===== config.mk =====
export PLATFORM = sky130hd
export DESIGN_NAME = slp_ctrl
export DESIGN_NICKNAME = d
export VERILOG_FILES = /design/src/hdl/slp_pkg.sv /design/src/hdl/slp_ctrl.sv
export VERILOG_INCLUDE_DIRS = /design/src /design/src/hdl
export SDC_FILE = /design/constraint.sdc
export NUM_CORES = 1
export LEC_CHECK = 0
export BUFFER_PORTS_ARGS = -buffer_cell sky130_fd_sc_hd__buf_4
export CAP_MARGIN = 20
export CORE_ASPECT_RATIO = 0.9
export CORE_MARGIN = 3
export CORE_UTILIZATION = 49
export CTS_BUF_LIST = sky130_fd_sc_hd__clkbuf_16
export DETAILED_ROUTE_END_ITERATION = 12
export HOLD_SLACK_MARGIN = 0.15
export PLACE_DENSITY = 0.9
export SLEW_MARGIN = 20
export SYNTH_ARGS = -nofsm -noshare
export SYNTH_HDL_FRONTEND = slang
export SYNTH_SLANG_ARGS = --single-unit

===== constraint.sdc =====
create_clock -name i_clock -period 5.15 [get_ports i_clock]
set_clock_uncertainty 0.15 [all_clocks]
set_input_delay 0.2575 -clock i_clock [delete_from_list [all_inputs] [get_ports i_clock]]
set_output_delay 0.2575 -clock i_clock [all_outputs]
set_load 0.005 [all_outputs]

===== src/hdl/slp_map.svh =====
// Purpose: constants for the sleep and clock gating controller
// Assumes: 25 MHz system clock
// Notes:   codes of the sleep mode select field and timing counts
`ifndef SLP_MAP_SVH
`define SLP_MAP_SVH
`define SLP_MODE_IDLE      3'h0
`define SLP_MODE_ADCNR     3'h1
`define SLP_MODE_PDOWN     3'h2
`define SLP_MODE_PSAVE     3'h3
`define SLP_MODE_STBY      3'h6
`define SLP_MODE_XSTBY     3'h7
`define SLP_STBY_WAKE_CYC  4'h6
`define SLP_IRQ_HALT_CYC   4'h4
`define SLP_PERIPH_N       8
`define SLP_PR_ADC         0
`define SLP_PR_TIM2        6
`define SLP_PINS_N         32
`define SLP_AIN_N          8
`define SLP_SUT_W          16
`endif


===== src/hdl/slp_pkg.sv =====
// Purpose: types for the sleep and clock gating controller
// Assumes: slp_map.svh holds the numbers
// Notes:   state codes written out
package slp_pkg;
  typedef enum logic [2:0] {
    SLP_ACTIVE = 3'h0,
    SLP_SLEEP  = 3'h1,
    SLP_START  = 3'h2,
    SLP_HALT   = 3'h3
  } slp_state_t;

  typedef struct packed {
    slp_state_t  state;
    logic [2:0]  mode;
    logic [15:0] cnt;
    logic        is_irq;
    logic        core_en;
    logic        flash_en;
    logic        io_en;
    logic        adc_en;
    logic        asy_en;
    logic        osc_en;
    logic        tosc_en;
    logic [7:0]  periph_en;
    logic        adc_start;
    logic        adc_ext;
    logic        adc_prev;
    logic        cmp_off;
    logic        vref_en;
    logic        wdt_run;
    logic        bod_run;
    logic        inbuf_en;
    logic [31:0] pin_in_en;
    logic [7:0]  ain_in_en;
    logic [7:0]  ac_in_en;
    logic        asleep;
    logic        resume;
  } slp_st_t;
endpackage : slp_pkg


===== src/hdl/slp_ctrl.sv =====
// Purpose: sleep mode entry, wake-up and peripheral clock gating
// Assumes: core pulses i_sleep_instr one cycle; wake sources synchronous
// Notes:   clock enables are levels for external gating cells
`include "slp_map.svh"

module slp_ctrl
  import slp_pkg::*;
(
  // clock and reset
  input  wire logic        i_clock,
  input  wire logic        i_srst,
  // core
  input  wire logic        i_sleep_instr,
  input  wire logic        i_sleep_enable_bit,
  input  wire logic [2:0]  i_sleep_mode_select,
  input  wire logic        i_global_irq_en,
  input  wire logic [7:0]  i_power_reduction_bits,
  // configuration
  input  wire logic        i_crystal_selected,
  input  wire logic [15:0] i_clock_select_fuses_startup,
  input  wire logic        i_debug_enable_fuse,
  input  wire logic        i_boundary_port_enable_fuse,
  input  wire logic        i_debug_port_disable_bit,
  input  wire logic        i_brownout_level_fuses_en,
  input  wire logic        i_adc_enable,
  input  wire logic        i_cmp_enable,
  input  wire logic        i_cmp_uses_vref,
  input  wire logic        i_wdt_enable,
  input  wire logic        i_async_timer_en,
  input  wire logic        i_async_timer_async_clk,
  input  wire logic [1:0]  i_async_timer_irq_mask,
  input  wire logic [7:0]  i_adc_input_disable_reg,
  input  wire logic [7:0]  i_comparator_input_disable_reg,
  input  wire logic [31:0] i_wake_pin_mask,
  // wake sources
  input  wire logic        i_ext_reset,
  input  wire logic        i_wdt_reset,
  input  wire logic        i_bod_reset,
  input  wire logic        i_wdt_irq,
  input  wire logic        i_adc_done_irq,
  input  wire logic        i_twi_irq,
  input  wire logic        i_twi_addr_match,
  input  wire logic [1:0]  i_async_timer_event,
  input  wire logic        i_store_ready_irq,
  input  wire logic        i_upper_external_irq_level,
  input  wire logic        i_low_external_irq_lines,
  input  wire logic        i_pin_change_irq,
  // clock enables
  output logic             o_core_clock_en,
  output logic             o_program_store_clock_en,
  output logic             o_io_clock_en,
  output logic             o_converter_clock_en,
  output logic             o_async_clock_en,
  output logic             o_main_osc_en,
  output logic             o_timer_osc_en,
  output logic [7:0]       o_periph_clock_en,
  // analog and supervisors
  output logic             o_adc_start,
  output logic             o_adc_extended,
  output logic             o_cmp_force_off,
  output logic             o_vref_en,
  output logic             o_wdt_run,
  output logic             o_bod_run,
  // pin buffers
  output logic [31:0]      o_pin_input_en,
  output logic [7:0]       o_adc_pin_input_en,
  output logic [7:0]       o_cmp_pin_input_en,
  // status
  output logic             o_sleeping,
  output logic             o_resume_pulse
);
  slp_st_t s_q;
  slp_st_t s_d;

  function automatic logic mode_known(input logic [2:0] m, input logic xtal);
    case (m)
      `SLP_MODE_IDLE, `SLP_MODE_ADCNR, `SLP_MODE_PDOWN, `SLP_MODE_PSAVE:
        mode_known = 1'b1;
      `SLP_MODE_STBY, `SLP_MODE_XSTBY: mode_known = xtal;
      default: mode_known = 1'b0;
    endcase
  endfunction : mode_known

  logic debug_on;
  logic tmr_wake;
  logic any_reset;
  logic wake_irq;
  logic wake_any;
  logic [15:0] startup_cnt;

  assign debug_on = i_debug_enable_fuse & i_boundary_port_enable_fuse
                  & ~i_debug_port_disable_bit;
  assign tmr_wake = i_async_timer_en & i_global_irq_en
                  & |(i_async_timer_irq_mask & i_async_timer_event);
  assign any_reset = i_ext_reset | i_wdt_reset | i_bod_reset;
  assign startup_cnt = (i_clock_select_fuses_startup == 16'h0000) ? 16'h0001
                     : i_clock_select_fuses_startup;

  always_comb begin
    wake_irq = 1'b0;
    case (s_q.mode)
      `SLP_MODE_IDLE: wake_irq = 1'b1;
      `SLP_MODE_ADCNR: wake_irq = i_adc_done_irq | i_wdt_irq | i_twi_irq
        | i_async_timer_event[0] | i_async_timer_event[1] | i_store_ready_irq
        | i_upper_external_irq_level | i_pin_change_irq;
      `SLP_MODE_PDOWN, `SLP_MODE_STBY: wake_irq = i_twi_addr_match
        | i_upper_external_irq_level | i_low_external_irq_lines
        | i_pin_change_irq | i_wdt_irq;
      `SLP_MODE_PSAVE, `SLP_MODE_XSTBY: wake_irq = i_twi_addr_match
        | i_upper_external_irq_level | i_low_external_irq_lines
        | i_pin_change_irq | i_wdt_irq | tmr_wake;
      default: wake_irq = 1'b0;
    endcase
    wake_any = wake_irq | any_reset;
  end

  always_comb begin
    logic sleeping;
    logic io_run;
    logic adc_run;
    logic deep;
    sleeping = 1'b0;
    io_run   = 1'b0;
    adc_run  = 1'b0;
    deep     = 1'b0;
    s_d = s_q;
    s_d.adc_start = 1'b0;
    s_d.resume    = 1'b0;
    case (s_q.state)
      SLP_ACTIVE: begin
        if (i_sleep_instr && i_sleep_enable_bit
            && mode_known(i_sleep_mode_select, i_crystal_selected)) begin
          s_d.state = SLP_SLEEP;
          s_d.mode  = i_sleep_mode_select;
          s_d.adc_start = (i_sleep_mode_select == `SLP_MODE_ADCNR)
                        & i_adc_enable;
        end
      end
      SLP_SLEEP: begin
        if (wake_any) begin
          s_d.is_irq = ~any_reset;
          s_d.state  = SLP_START;
          if (s_q.mode == `SLP_MODE_PDOWN || s_q.mode == `SLP_MODE_PSAVE)
            s_d.cnt = startup_cnt;
          else if (s_q.mode == `SLP_MODE_STBY || s_q.mode == `SLP_MODE_XSTBY)
            s_d.cnt = {12'h000, `SLP_STBY_WAKE_CYC};
          else
            s_d.cnt = 16'h0001;
        end
      end
      SLP_START: begin
        if (s_q.cnt > 16'h0001)
          s_d.cnt = s_q.cnt - 16'h0001;
        else if (s_q.is_irq) begin
          s_d.state = SLP_HALT;
          s_d.cnt   = {12'h000, `SLP_IRQ_HALT_CYC};
        end else begin
          s_d.state  = SLP_ACTIVE;
          s_d.resume = 1'b1;
        end
      end
      SLP_HALT: begin
        if (s_q.cnt > 16'h0001)
          s_d.cnt = s_q.cnt - 16'h0001;
        else begin
          s_d.state  = SLP_ACTIVE;
          s_d.resume = 1'b1;
        end
      end
      default: s_d.state = SLP_ACTIVE;
    endcase

    // clock domains follow the state being entered
    sleeping = (s_d.state != SLP_ACTIVE) && (s_d.state != SLP_HALT);
    s_d.core_en  = ~sleeping && (s_d.state != SLP_HALT);
    s_d.flash_en = s_d.core_en;
    s_d.asleep   = ~s_d.core_en;
    io_run  = ~sleeping || (s_d.mode == `SLP_MODE_IDLE);
    adc_run = ~sleeping || (s_d.mode == `SLP_MODE_IDLE)
            || (s_d.mode == `SLP_MODE_ADCNR);
    deep = sleeping && (s_d.mode != `SLP_MODE_IDLE) && (s_d.mode != `SLP_MODE_ADCNR);
    s_d.io_en  = io_run;
    s_d.adc_en = adc_run;
    case (sleeping ? s_d.mode : `SLP_MODE_IDLE)
      `SLP_MODE_IDLE, `SLP_MODE_ADCNR: begin
        s_d.asy_en  = i_async_timer_en && i_async_timer_async_clk;
        s_d.osc_en  = 1'b1;
        s_d.tosc_en = i_async_timer_async_clk;
      end
      `SLP_MODE_PSAVE: begin
        s_d.asy_en  = i_async_timer_en;
        s_d.osc_en  = i_async_timer_en && !i_async_timer_async_clk;
        s_d.tosc_en = i_async_timer_en && i_async_timer_async_clk;
      end
      `SLP_MODE_STBY: begin
        s_d.asy_en  = 1'b0;
        s_d.osc_en  = 1'b1;
        s_d.tosc_en = 1'b0;
      end
      `SLP_MODE_XSTBY: begin
        s_d.asy_en  = i_async_timer_en;
        s_d.osc_en  = 1'b1;
        s_d.tosc_en = i_async_timer_en && i_async_timer_async_clk;
      end
      default: begin
        s_d.asy_en  = 1'b0;
        s_d.osc_en  = 1'b0;
        s_d.tosc_en = 1'b0;
      end
    endcase
    if (debug_on)
      s_d.osc_en = 1'b1;
    // gating bit only matters while the io clock runs (the adc clock for the ADC bit); timer2 async escapes it
    for (int i = 0; i < `SLP_PERIPH_N; i++)
      s_d.periph_en[i] = io_run & ~i_power_reduction_bits[i];
    s_d.periph_en[`SLP_PR_ADC] = adc_run & ~i_power_reduction_bits[`SLP_PR_ADC];
    if (i_async_timer_async_clk)
      s_d.periph_en[`SLP_PR_TIM2] = s_d.asy_en;
    // an off-on cycle of the ADC forces a long first conversion
    s_d.adc_prev = i_adc_enable;
    if (i_adc_enable && !s_q.adc_prev)
      s_d.adc_ext = 1'b1;
    else if (s_q.adc_start || (i_adc_enable && adc_run && s_q.adc_ext && s_d.adc_start))
      s_d.adc_ext = s_q.adc_start ? 1'b0 : s_q.adc_ext;
    s_d.cmp_off = deep && !i_cmp_uses_vref;
    s_d.vref_en = i_brownout_level_fuses_en || i_adc_enable
                || (i_cmp_enable && (!s_d.cmp_off || i_cmp_uses_vref));
    s_d.wdt_run = i_wdt_enable;
    s_d.bod_run = i_brownout_level_fuses_en;
    s_d.inbuf_en = io_run || adc_run;
    for (int p = 0; p < `SLP_PINS_N; p++)
      s_d.pin_in_en[p] = s_d.inbuf_en || i_wake_pin_mask[p];
    s_d.ain_in_en = ~i_adc_input_disable_reg;
    s_d.ac_in_en  = ~i_comparator_input_disable_reg;
    if (i_srst) begin
      s_d = '0;
      s_d.state     = SLP_ACTIVE;
      s_d.core_en   = 1'b1;
      s_d.flash_en  = 1'b1;
      s_d.io_en     = 1'b1;
      s_d.adc_en    = 1'b1;
      s_d.osc_en    = 1'b1;
      s_d.periph_en = 8'hff;
      s_d.inbuf_en  = 1'b1;
      s_d.pin_in_en = 32'hffffffff;
      s_d.ain_in_en = 8'hff;
      s_d.ac_in_en  = 8'hff;
    end
  end

  always_ff @(posedge i_clock) begin
    s_q <= s_d;
  end

  assign o_core_clock_en          = s_q.core_en;
  assign o_program_store_clock_en = s_q.flash_en;
  assign o_io_clock_en            = s_q.io_en;
  assign o_converter_clock_en     = s_q.adc_en;
  assign o_async_clock_en         = s_q.asy_en;
  assign o_main_osc_en            = s_q.osc_en;
  assign o_timer_osc_en           = s_q.tosc_en;
  assign o_periph_clock_en        = s_q.periph_en;
  assign o_adc_start              = s_q.adc_start;
  assign o_adc_extended           = s_q.adc_ext;
  assign o_cmp_force_off          = s_q.cmp_off;
  assign o_vref_en                = s_q.vref_en;
  assign o_wdt_run                = s_q.wdt_run;
  assign o_bod_run                = s_q.bod_run;
  assign o_pin_input_en           = s_q.pin_in_en;
  assign o_adc_pin_input_en       = s_q.ain_in_en;
  assign o_cmp_pin_input_en       = s_q.ac_in_en;
  assign o_sleeping               = s_q.asleep;
  assign o_resume_pulse           = s_q.resume;
endmodule : slp_ctrl


# After elaboration in Yosys (flattened, before gate mapping)
# Index checks and enable logic that the tools add are counted.
# op_classes
add_sub_neg	1
mul	0
n_div	0
n_lt_le_gt_ge	1
eq_ne	23
shifts	0
n_mux	30
n_bitwise	43
n_reduce_logical	80
# ops
operator	n
two-way mux 16 bit	5
one-hot mux 16 bit (3 select lines)	1
logical OR 1 bit	41
one-hot mux 3 bit (4 select lines)	2
== test 3 x 2 -> 1 bit, second input constant	7
== test 3 bit, second input constant	6
two-way mux 3 bit	6
two-way mux 17 bit	1
greater-than comparator 16 x 1 -> 1 bit, second input constant	1
zero test 16 bit	1
inverter 8 bit	2
subtractor 16 x 1 -> 16 bit, second input constant	1
== test 3 x 1 -> 1 bit, second input constant	5
zero test 3 bit	5
bitwise OR 1 bit	15
logical AND 1 bit	14
bitwise AND 1 bit	13
inverter 1 bit	12
OR reduction 2 bit	6
two-way mux 1 bit	10
nonzero test 3 bit	3
two-way mux 6 bit	1
zero test 1 bit	4
!= test 2 bit, second input constant	2
other kinds (11)	14
# totals
ff_bits	94
latch_bits	0
ram_bits	0
mem_bits_ro	0
in_bits	106
out_inout_bits	71
word_cells	201
memories	0

# Depth between registers and ports, before layout
# Gate-level depths: netlist of run 1.
# logic_depth
ltp_word	22
mapped_depth	9
ltp_nobuf	8

# Worst setup path before layout of run 1
# No wires, ideal clock.
# synth_timing
path_kind	register to register
startpoint	register s_q[84] (netlist bit)
endpoint	register s_q, in the netlist o_pin_input_en[11]
setup_ps	118
t_arrival_ps	2429
required_time_ps	4882
setup_slack_ps	2454
path_stages_with_launch	9
path_buffers	2
synth_period_minus_slack_ps	2696
path_cell_list	dfxtp_1 -> or4_1 -> buf_2 -> or4_4 -> o211ai_2 -> nand4_1 -> a21oi_2 -> buf_2 -> nand2b_1
# synth_via
elab_chain_cells	10
word_cells_on_any_way	12
classes_between	order compare: 1; eq/ne: 1; mux: 3; bitwise: 1; reduce/logical: 6
# synth_rtl
element	line	source
start, declared	slp_ctrl.sv:72	slp_st_t s_q;
start signal, assigned	slp_ctrl.sv:252	s_q <= s_d;
greater-than comparator 16 x 1 -> 1 bit (*)	slp_ctrl.sv:152, slp_ctrl.sv:163	
two-way mux 3 bit (on tied branches)	slp_ctrl.sv:163, slp_ctrl.sv:152	
one-hot mux 3 bit (4 select lines) (*)	slp_ctrl.sv:129	case (s_q.state)
!= test 3 x 2 -> 1 bit / nonzero test 3 bit (equally long branches)	slp_ctrl.sv:174	sleeping = (s_d.state != SLP_ACTIVE) && (s_d.state != SLP_HALT);
logical AND 1 bit (*)	slp_ctrl.sv:174	
inverter 1 bit (*)	slp_ctrl.sv:178, slp_ctrl.sv:179	
logical OR 1 bit (*)	slp_ctrl.sv:178, slp_ctrl.sv:179	
logical OR 1 bit	slp_ctrl.sv:179	adc_run = ~sleeping || (s_d.mode == `SLP_MODE_IDLE)
logical OR 1 bit (*)	slp_ctrl.sv:230	s_d.inbuf_en = io_run || adc_run;
logical OR 1 bit (*)	slp_ctrl.sv:232	s_d.pin_in_en[p] = s_d.inbuf_en || i_wake_pin_mask[p];
# Mark *: on every way between the ends. The rest lies on a longest branch, timed or not.
# A chain may end at the register's enable or synchronous reset.

# Final worst setup path of run 1
# layout_timing
startpoint	register s_q[84] (netlist bit)
endpoint	register s_q, in the netlist o_timer_osc_en
# layout_via
elab_chain_cells	9
word_cells_on_any_way	15
classes_between	order compare: 1; eq/ne: 5; mux: 5; reduce/logical: 4
# layout_rtl
element	line	source
greater-than comparator 16 x 1 -> 1 bit (*)	slp_ctrl.sv:152, slp_ctrl.sv:163	
two-way mux 3 bit (on tied branches)	slp_ctrl.sv:163, slp_ctrl.sv:152	
one-hot mux 3 bit (4 select lines) (*)	slp_ctrl.sv:129	
!= test 3 x 2 -> 1 bit / nonzero test 3 bit (equally long branches)	slp_ctrl.sv:174	
logical AND 1 bit (*)	slp_ctrl.sv:174	
two-way mux 3 bit (no source line) (*)	-	
== test 3 x 1 -> 1 bit / zero test 3 bit (equally long branches)	slp_ctrl.sv:184	case (sleeping ? s_d.mode : `SLP_MODE_IDLE)
OR reduction 2 bit	slp_ctrl.sv:184	
one-hot mux 3 bit (4 select lines) (*)	slp_ctrl.sv:184	
# Marked as above.

==> reports/metrics.cfg, run 1 <==
[status]
status = completed

[timing]
max_slew_margin_pct = 30.5
slew_violations = 0
hold-worst-slack_ps = 156
rsz0062_at_grt = no
period_minus_slack_ps = 3450
hold_viol_final = 0
timing.final.ws_setup_ps = 1700
fin_crit_sh_pct = 67.0
fmax_mhz = 290
tightest_slew_ps = 1030
setup_tns_ps = 0
setup_viol = 0

[clock_tree]
postCtsSetupRepairBufs = 0
cts_max_level = 3
numCtsBuffers = 9
cts_tree = built
clockRootBuffer = clkbuf_16
cts_max_path_buffers = 2
insertion_delay_ps = 340
clkTransAtPathRegs_ps = 70
cts.sinks = 94

[logic_synthesis]
synth_cell_type_count = 59
async_flop_share_pct = 0
syn-instance-count = 439
synth-seq-cells = 94
yosysWarningCount = 0
synth_top_area_share_pct = 47.2
syn_avg_cell_area_um2 = 9.08
ys_top_cells_by_count = 94 x dfxtp_1, 57 x buf_4, 34 x nand2_1, 34 x nor2_1, 33 x nand2b_1
yosysSeqAreaShare_pct = 47.2
synth-main-ff-cell = dfxtp_1
synth_nets = 547
synth.cell_area_um2 = 3990
synth_enable_flop_cells = 0
ys_top_cells_by_area = dfxtp_1 47%, buf_4 11%, nand2b_1 5.2%
synth.most_common_cell = dfxtp_1
synth_top_area_cell = dfxtp_1

[drt]
top_layer_used = met4
drt-vias-per-instance = 5.23
dr_wl_met2_mm = 6.47
first_pass_iters = 6
post-route-drc-count = 0
drtAntennaViolNets = 0
wl_mm = 12.5
post_drt_wl_per_cell_um = 17.0
drtIter0Drc = 263
vias = 3831
wl_met3_mm = 1.13
met1Wirelength_mm = 4.76

[power_and_ir_drop]
p_int_mw = 1.21
p_sw_mw = 0.385
p_total_mw = 1.60
pwr-share-comb_pct = 13.4
max-vdd-ir-drop_uv = 167
seq_power_share_pct = 47.3
p_clk_share_pct = 39.4
sw_frac_of_total_pct = 24.1
p_per_area_nw_per_um2 = 267
p_leak_nw = 2.57

[cells_and_area]
multi_input_area_um2 = 1580
stdcell_count = 733
syn_to_final_growth_pct = 50.5
postLayoutCoreUtil_pct = 77.6
final.fill_count = 472
nets = 740
antenna_cells = 0
seq_area_um2 = 1880
fin_area_um2 = 6000
drive_gt1_share_pct = 32.7

[die]
initial_core_util_pct = 51.6
dieArea_um2 = 9260
die_width_um = 101
ioPinCount = 177
die_h_um = 91.6
num_rows = 30
placeableCoreArea_um2 = 7730

[setup_path]
cp-start-kind = register
crit_required_ps = 5280
criticalPathCategory = register to register
crit_arrival_ps = 3580
crit_path_end_kind = register
ff2ff_path_depth = 7
path_max_fanout = 6

[global_routing]
grt_overflow = 0
grt_pass1_wl_mm = 19.2
grt_use_total_pct = 26.5
grt_pass1_vias = 3824
grt_max_degree = 36
antenna_found_initial = 0

[placement]
hpwl_mm = 7.76
dp.cells = 639
portBuffers = 176
place_congestion = 0.955
post-place-ws_ps = 2170
postPlaceCellArea_um2 = 4940

[hold_path]
hold_depth = 4
hold_path.class = input pin to register

[job]
cap_violations = 0

-- per-layer routing --
metal | vias to the layer above | GRT usage, %
li1 | 1857 | -
met1 | 1771 | 31.4
met2 | 192 | 47.5
met3 | 11 | 5.99
met4 | 0 | 6.76
met5 | - | 0
-- cells by family after synthesis --
kind of cell | Yosys count | synth area share, %
XOR/XNOR | 4 | 0.879
other | 1 | 0.0941
buffers and inverters | 79 | 13.2
AND/OR/NAND/NOR | 171 | 23.0
flip-flops | 94 | 47.2
adder cells (fa/ha/maj) | 2 | 0.628
multiplexers | 1 | 0.251
AO/OA/AOI/OAI | 87 | 14.8
-- area by class of cell --
cell class	count	area share (%)
timing repair buffer	256	35.3
sequential	94	31.4
multi-input combinational	266	26.3
clock buffer	9	3.75
tap	96	2.00
clock inverter	7	0.959
inverter	5	0.313
-- cells in the final DEF, fill, tap and decap left out, types with 4 or more instances in the layout --
| master | count |
|---|---|
| buf_4 | 178 |
| dfxtp_1 | 94 |
| dlygate4sd3_1 | 78 |
| nor2_1 | 34 |
| nand2_1 | 34 |
| nand2b_1 | 33 |
| o21ai_0 | 22 |
| a21oi_1 | 20 |
| nor3_1 | 16 |
| clkbuf_16 | 9 |
| nor4_1 | 7 |
| nor2b_1 | 7 |
| a211oi_1 | 7 |
| inv_1 | 6 |
| nand3_1 | 6 |
| a31oi_1 | 5 |
| or3_1 | 5 |
| or4_1 | 4 |
| or2_2 | 4 |
-- worst max-delay path, cell delays in order, from the launching register on --
cell           delay [ps]
dfxtp_1               350
or4_1                 650
nor4b_1               940
a31oi_1               240
nand4_1               180
nand2_1               140
a21oi_1               180
dlygate4sd3_1         560
-- what timing repair did --
action | in CTS | in global routing
resized for setup | 0 | 0
hold buffers | 78 | 0
endpoints found under the hold margin | 76 | 0
-- sequential cells by signal, summed over array words and instances (netlist names) --
| signal | cells |
|---|---|
| o_adc_extended | 1 |
| o_periph_clock_en | 8 |
| o_io_clock_en | 1 |
| o_converter_clock_en | 1 |
| o_main_osc_en | 1 |
| o_cmp_pin_input_en | 8 |
| o_sleeping | 1 |
| o_timer_osc_en | 1 |
| o_vref_en | 1 |
| o_cmp_force_off | 1 |
| o_adc_pin_input_en | 8 |
| o_resume_pulse | 1 |
| o_async_clock_en | 1 |
| o_wdt_run | 1 |
| s_q | 24 |
| o_pin_input_en | 32 |
| o_program_store_clock_en | 1 |
| o_bod_run | 1 |
| o_adc_start | 1 |
-- power groups by stage --
stage	logic (mW)	clock network (mW)	registers, mW
after floorplan	0.0748	0	0.769
after global routing	0.229	0.666	0.757
after CTS	0.208	0.638	0.755
final	0.214	0.630	0.756
after detailed placement	0.160	0	0.772
after global placement	0.157	0	0.771
-- path summary, 6_finish.rpt --
check	from	endpoint	slack, ps
worst max register to register	s_q[84]	o_timer_osc_en	1700
worst min-delay path	i_clock_select_fuses_startup[10]	s_q[84]	160
worst min register to register	o_adc_extended	o_adc_extended	330
worst max-delay path	s_q[84]	o_timer_osc_en	1700
Note: power is estimated with default switching activity, not from simulation.
==> run 2, diff against run 1 <==
--- a/config.mk
+++ b/config.mk
@@ -10,11 +10,11 @@
 export CAP_MARGIN = 20
 export CORE_ASPECT_RATIO = 0.9
 export CORE_MARGIN = 3
-export CORE_UTILIZATION = 49
+export CORE_UTILIZATION = 43
 export CTS_BUF_LIST = sky130_fd_sc_hd__clkbuf_16
 export DETAILED_ROUTE_END_ITERATION = 12
 export HOLD_SLACK_MARGIN = 0.15
-export PLACE_DENSITY = 0.9
+export PLACE_DENSITY = 0.84
 export SLEW_MARGIN = 20
 export SYNTH_ARGS = -nofsm -noshare
 export SYNTH_HDL_FRONTEND = slang
==> constraint.sdc (replaced) <==
create_clock -name i_clock -period 3.1 [get_ports i_clock]
set_clock_uncertainty 0.15 [all_clocks]
set_input_delay 0.155 -clock i_clock [delete_from_list [all_inputs] [get_ports i_clock]]
set_output_delay 0.155 -clock i_clock [all_outputs]
set_load 0.005 [all_outputs]
==> run 2 against run 1 <==
Against the previous run:
- critical path depth rose by 1
- register-to-register slack got worse by 1500 ps
- via count rose by 4.9%
- cell count rose by 7.0%
- power rose by 74%
- non-clock buffer count rose by 28
- combinational power rose by 79%
- critical path type unchanged
- largest power group unchanged
==> reports/metrics.cfg, run 2 (synthesized netlist as in run 1, its figures left out) <==
[status]
status = completed  ; unchanged

[drt]
first_pass_iters = 6  ; unchanged
drtIter0Drc = 242  ; was 263
post-route-drc-count = 0  ; unchanged
drt-vias-per-instance = 5.13  ; was 5.23
drtAntennaViolNets = 0  ; unchanged
post_drt_wl_per_cell_um = 16.2  ; was 17.0 um
wl_mm = 12.7  ; was 12.5 mm
vias = 4018  ; was 3831

[placement]
portBuffers = 176  ; unchanged
place_congestion = 0.940  ; was 0.955
postPlaceCellArea_um2 = 5070  ; was 4940 um^2
hpwl_mm = 8.37  ; was 7.76 mm

[die]
placeableCoreArea_um2 = 8810  ; was 7730 um^2
die_width_um = 107  ; was 101 um
dieArea_um2 = 10500  ; was 9260 um^2
initial_core_util_pct = 45.3  ; was 51.6%
num_rows = 32  ; was 30
ioPinCount = 177  ; unchanged
die_h_um = 97.3  ; was 91.6 um

[hold_path]
hold_path.class = input pin to register  ; unchanged

[timing]
fmax_mhz = 340  ; was 290 MHz
hold-worst-slack_ps = 236  ; was 156 ps
rsz0062_at_grt = no  ; unchanged
slew_violations = 0  ; unchanged
max_slew_margin_pct = 35.6  ; was 30.5%
hold_viol_final = 0  ; unchanged
fin_crit_sh_pct = 94.9  ; was 67.0%
setup_viol = 0  ; unchanged
period_minus_slack_ps = 2940  ; was 3450 ps
tightest_slew_ps = 965  ; was 1030 ps
setup_tns_ps = 0  ; unchanged

[clock_tree]
cts_tree = built  ; unchanged
numCtsBuffers = 9  ; unchanged
postCtsSetupRepairBufs = 0  ; unchanged
clockRootBuffer = clkbuf_16  ; unchanged
cts_max_path_buffers = 2  ; unchanged
cts_max_level = 3  ; unchanged
clkTransAtPathRegs_ps = 70  ; about the same
insertion_delay_ps = 340  ; about the same
cts.sinks = 94  ; unchanged

[cells_and_area]
postLayoutCoreUtil_pct = 71.8  ; was 77.6%
layout_commonest_cell = buf_4  ; unchanged
drive_gt1_share_pct = 33.5  ; was 32.7%
fin_area_um2 = 6320  ; was 6000 um^2
antenna_cells = 0  ; unchanged
largest_reg_flops = 32  ; unchanged
layout_common_cells = 191 x buf_4, 94 x dfxtp_1, 92 x dlygate4sd3_1  ; was 178 x buf_4, 94 x dfxtp_1, 78 x dlygate4sd3_1
nets = 768  ; was 740
syn_to_final_growth_pct = 58.6  ; was 50.5%

[global_routing]
met2_usage_pct = 42.4  ; was 47.5%
grt_pass1_wl_mm = 20.1  ; was 19.2 mm
grt_overflow = 0  ; unchanged
grt_pass1_vias = 4081  ; was 3824
grt.busiest_layer = met2  ; unchanged
grt_max_degree = 36  ; unchanged
use_met1_pct = 28.2  ; was 31.4%
met3_usage_pct = 5.78  ; was 5.99%
grt_use_total_pct = 24.0  ; was 26.5%
antenna_found_initial = 0  ; unchanged

[setup_path]
crit_arrival_ps = 3020  ; was 3580 ps
path_max_fanout = 35  ; was 6
crit_path_end_kind = register  ; unchanged
cp-start-kind = register  ; unchanged
crit_required_ps = 3180  ; was 5280 ps
criticalPathCategory = register to register  ; unchanged

[power_and_ir_drop]
p_per_area_nw_per_um2 = 441  ; was 267 nW/um^2
max-vdd-ir-drop_uv = 317  ; was 167 uV
p_total_mw = 2.79  ; was 1.60 mW
p_leak_nw = 2.72  ; was 2.57 nW

[job]
cap_violations = 0  ; unchanged

-- run 2: path summary, 6_finish.rpt --
kind                                    from                end  slack (ps)  cells after the start
min reg2reg                          s_q[87]            s_q[87]         350                      2
max reg2reg                          s_q[84]  o_pin_input_en[7]         160                      8
min          i_clock_select_fuses_startup[0]            s_q[74]         240                      5
max                                  s_q[84]  o_pin_input_en[7]         160                      8
-- run 2: stage by stage --
step	setup slack, ps	cells
after floorplan	404	439
after global placement	258	675
after detailed placement	179	675
after CTS	167	783
after global routing	29.7	784
final	159	784
-- run 2: repair_timing --
item | in CTS | in global routing
hold buffers | 92 | 0
gates resized for setup | 0 | 0
endpoints found under the hold margin | 89 | 0
-- run 2: layout make-up --
| cell class | count | area (um^2) |
|---|---|---|
| Fill cell | 606 | 2490 |
| Clock inverter | 7 | 92.6 |
| Sequential cell | 94 | 1880 |
| Timing Repair Buffer | 284 | 2370 |
| Inverter | 5 | 18.8 |
| Clock buffer | 9 | 225 |
| Multi-Input combinational cell | 266 | 1580 |
| Tap cell | 119 | 149 |
-- run 2: metal layers --
layer,vias to the layer above,part of all wire (%)
met5,-,0
met4,0,2.4
li1,1913,-
met2,198,51
met3,28,7.9
met1,1879,39
-- run 2: power by group --
part / total (mW) / switching, mW / internal [mW]
logic: 0.383 / 0.140 / 0.243
registers: 1.25 / 0.0152 / 1.24
clock network: 1.15 / 0.502 / 0.645
total: 2.79 / 0.658 / 2.13
-- run 2: critical path, stage by stage, from the launching register on --
cell and delay [ps]:
dfxtp_1 360, or4_1 560, or4_4 540, buf_4 170, o211ai_2 200, nand4_1 160
a21oi_2 230, buf_12 200, or2b_1 240
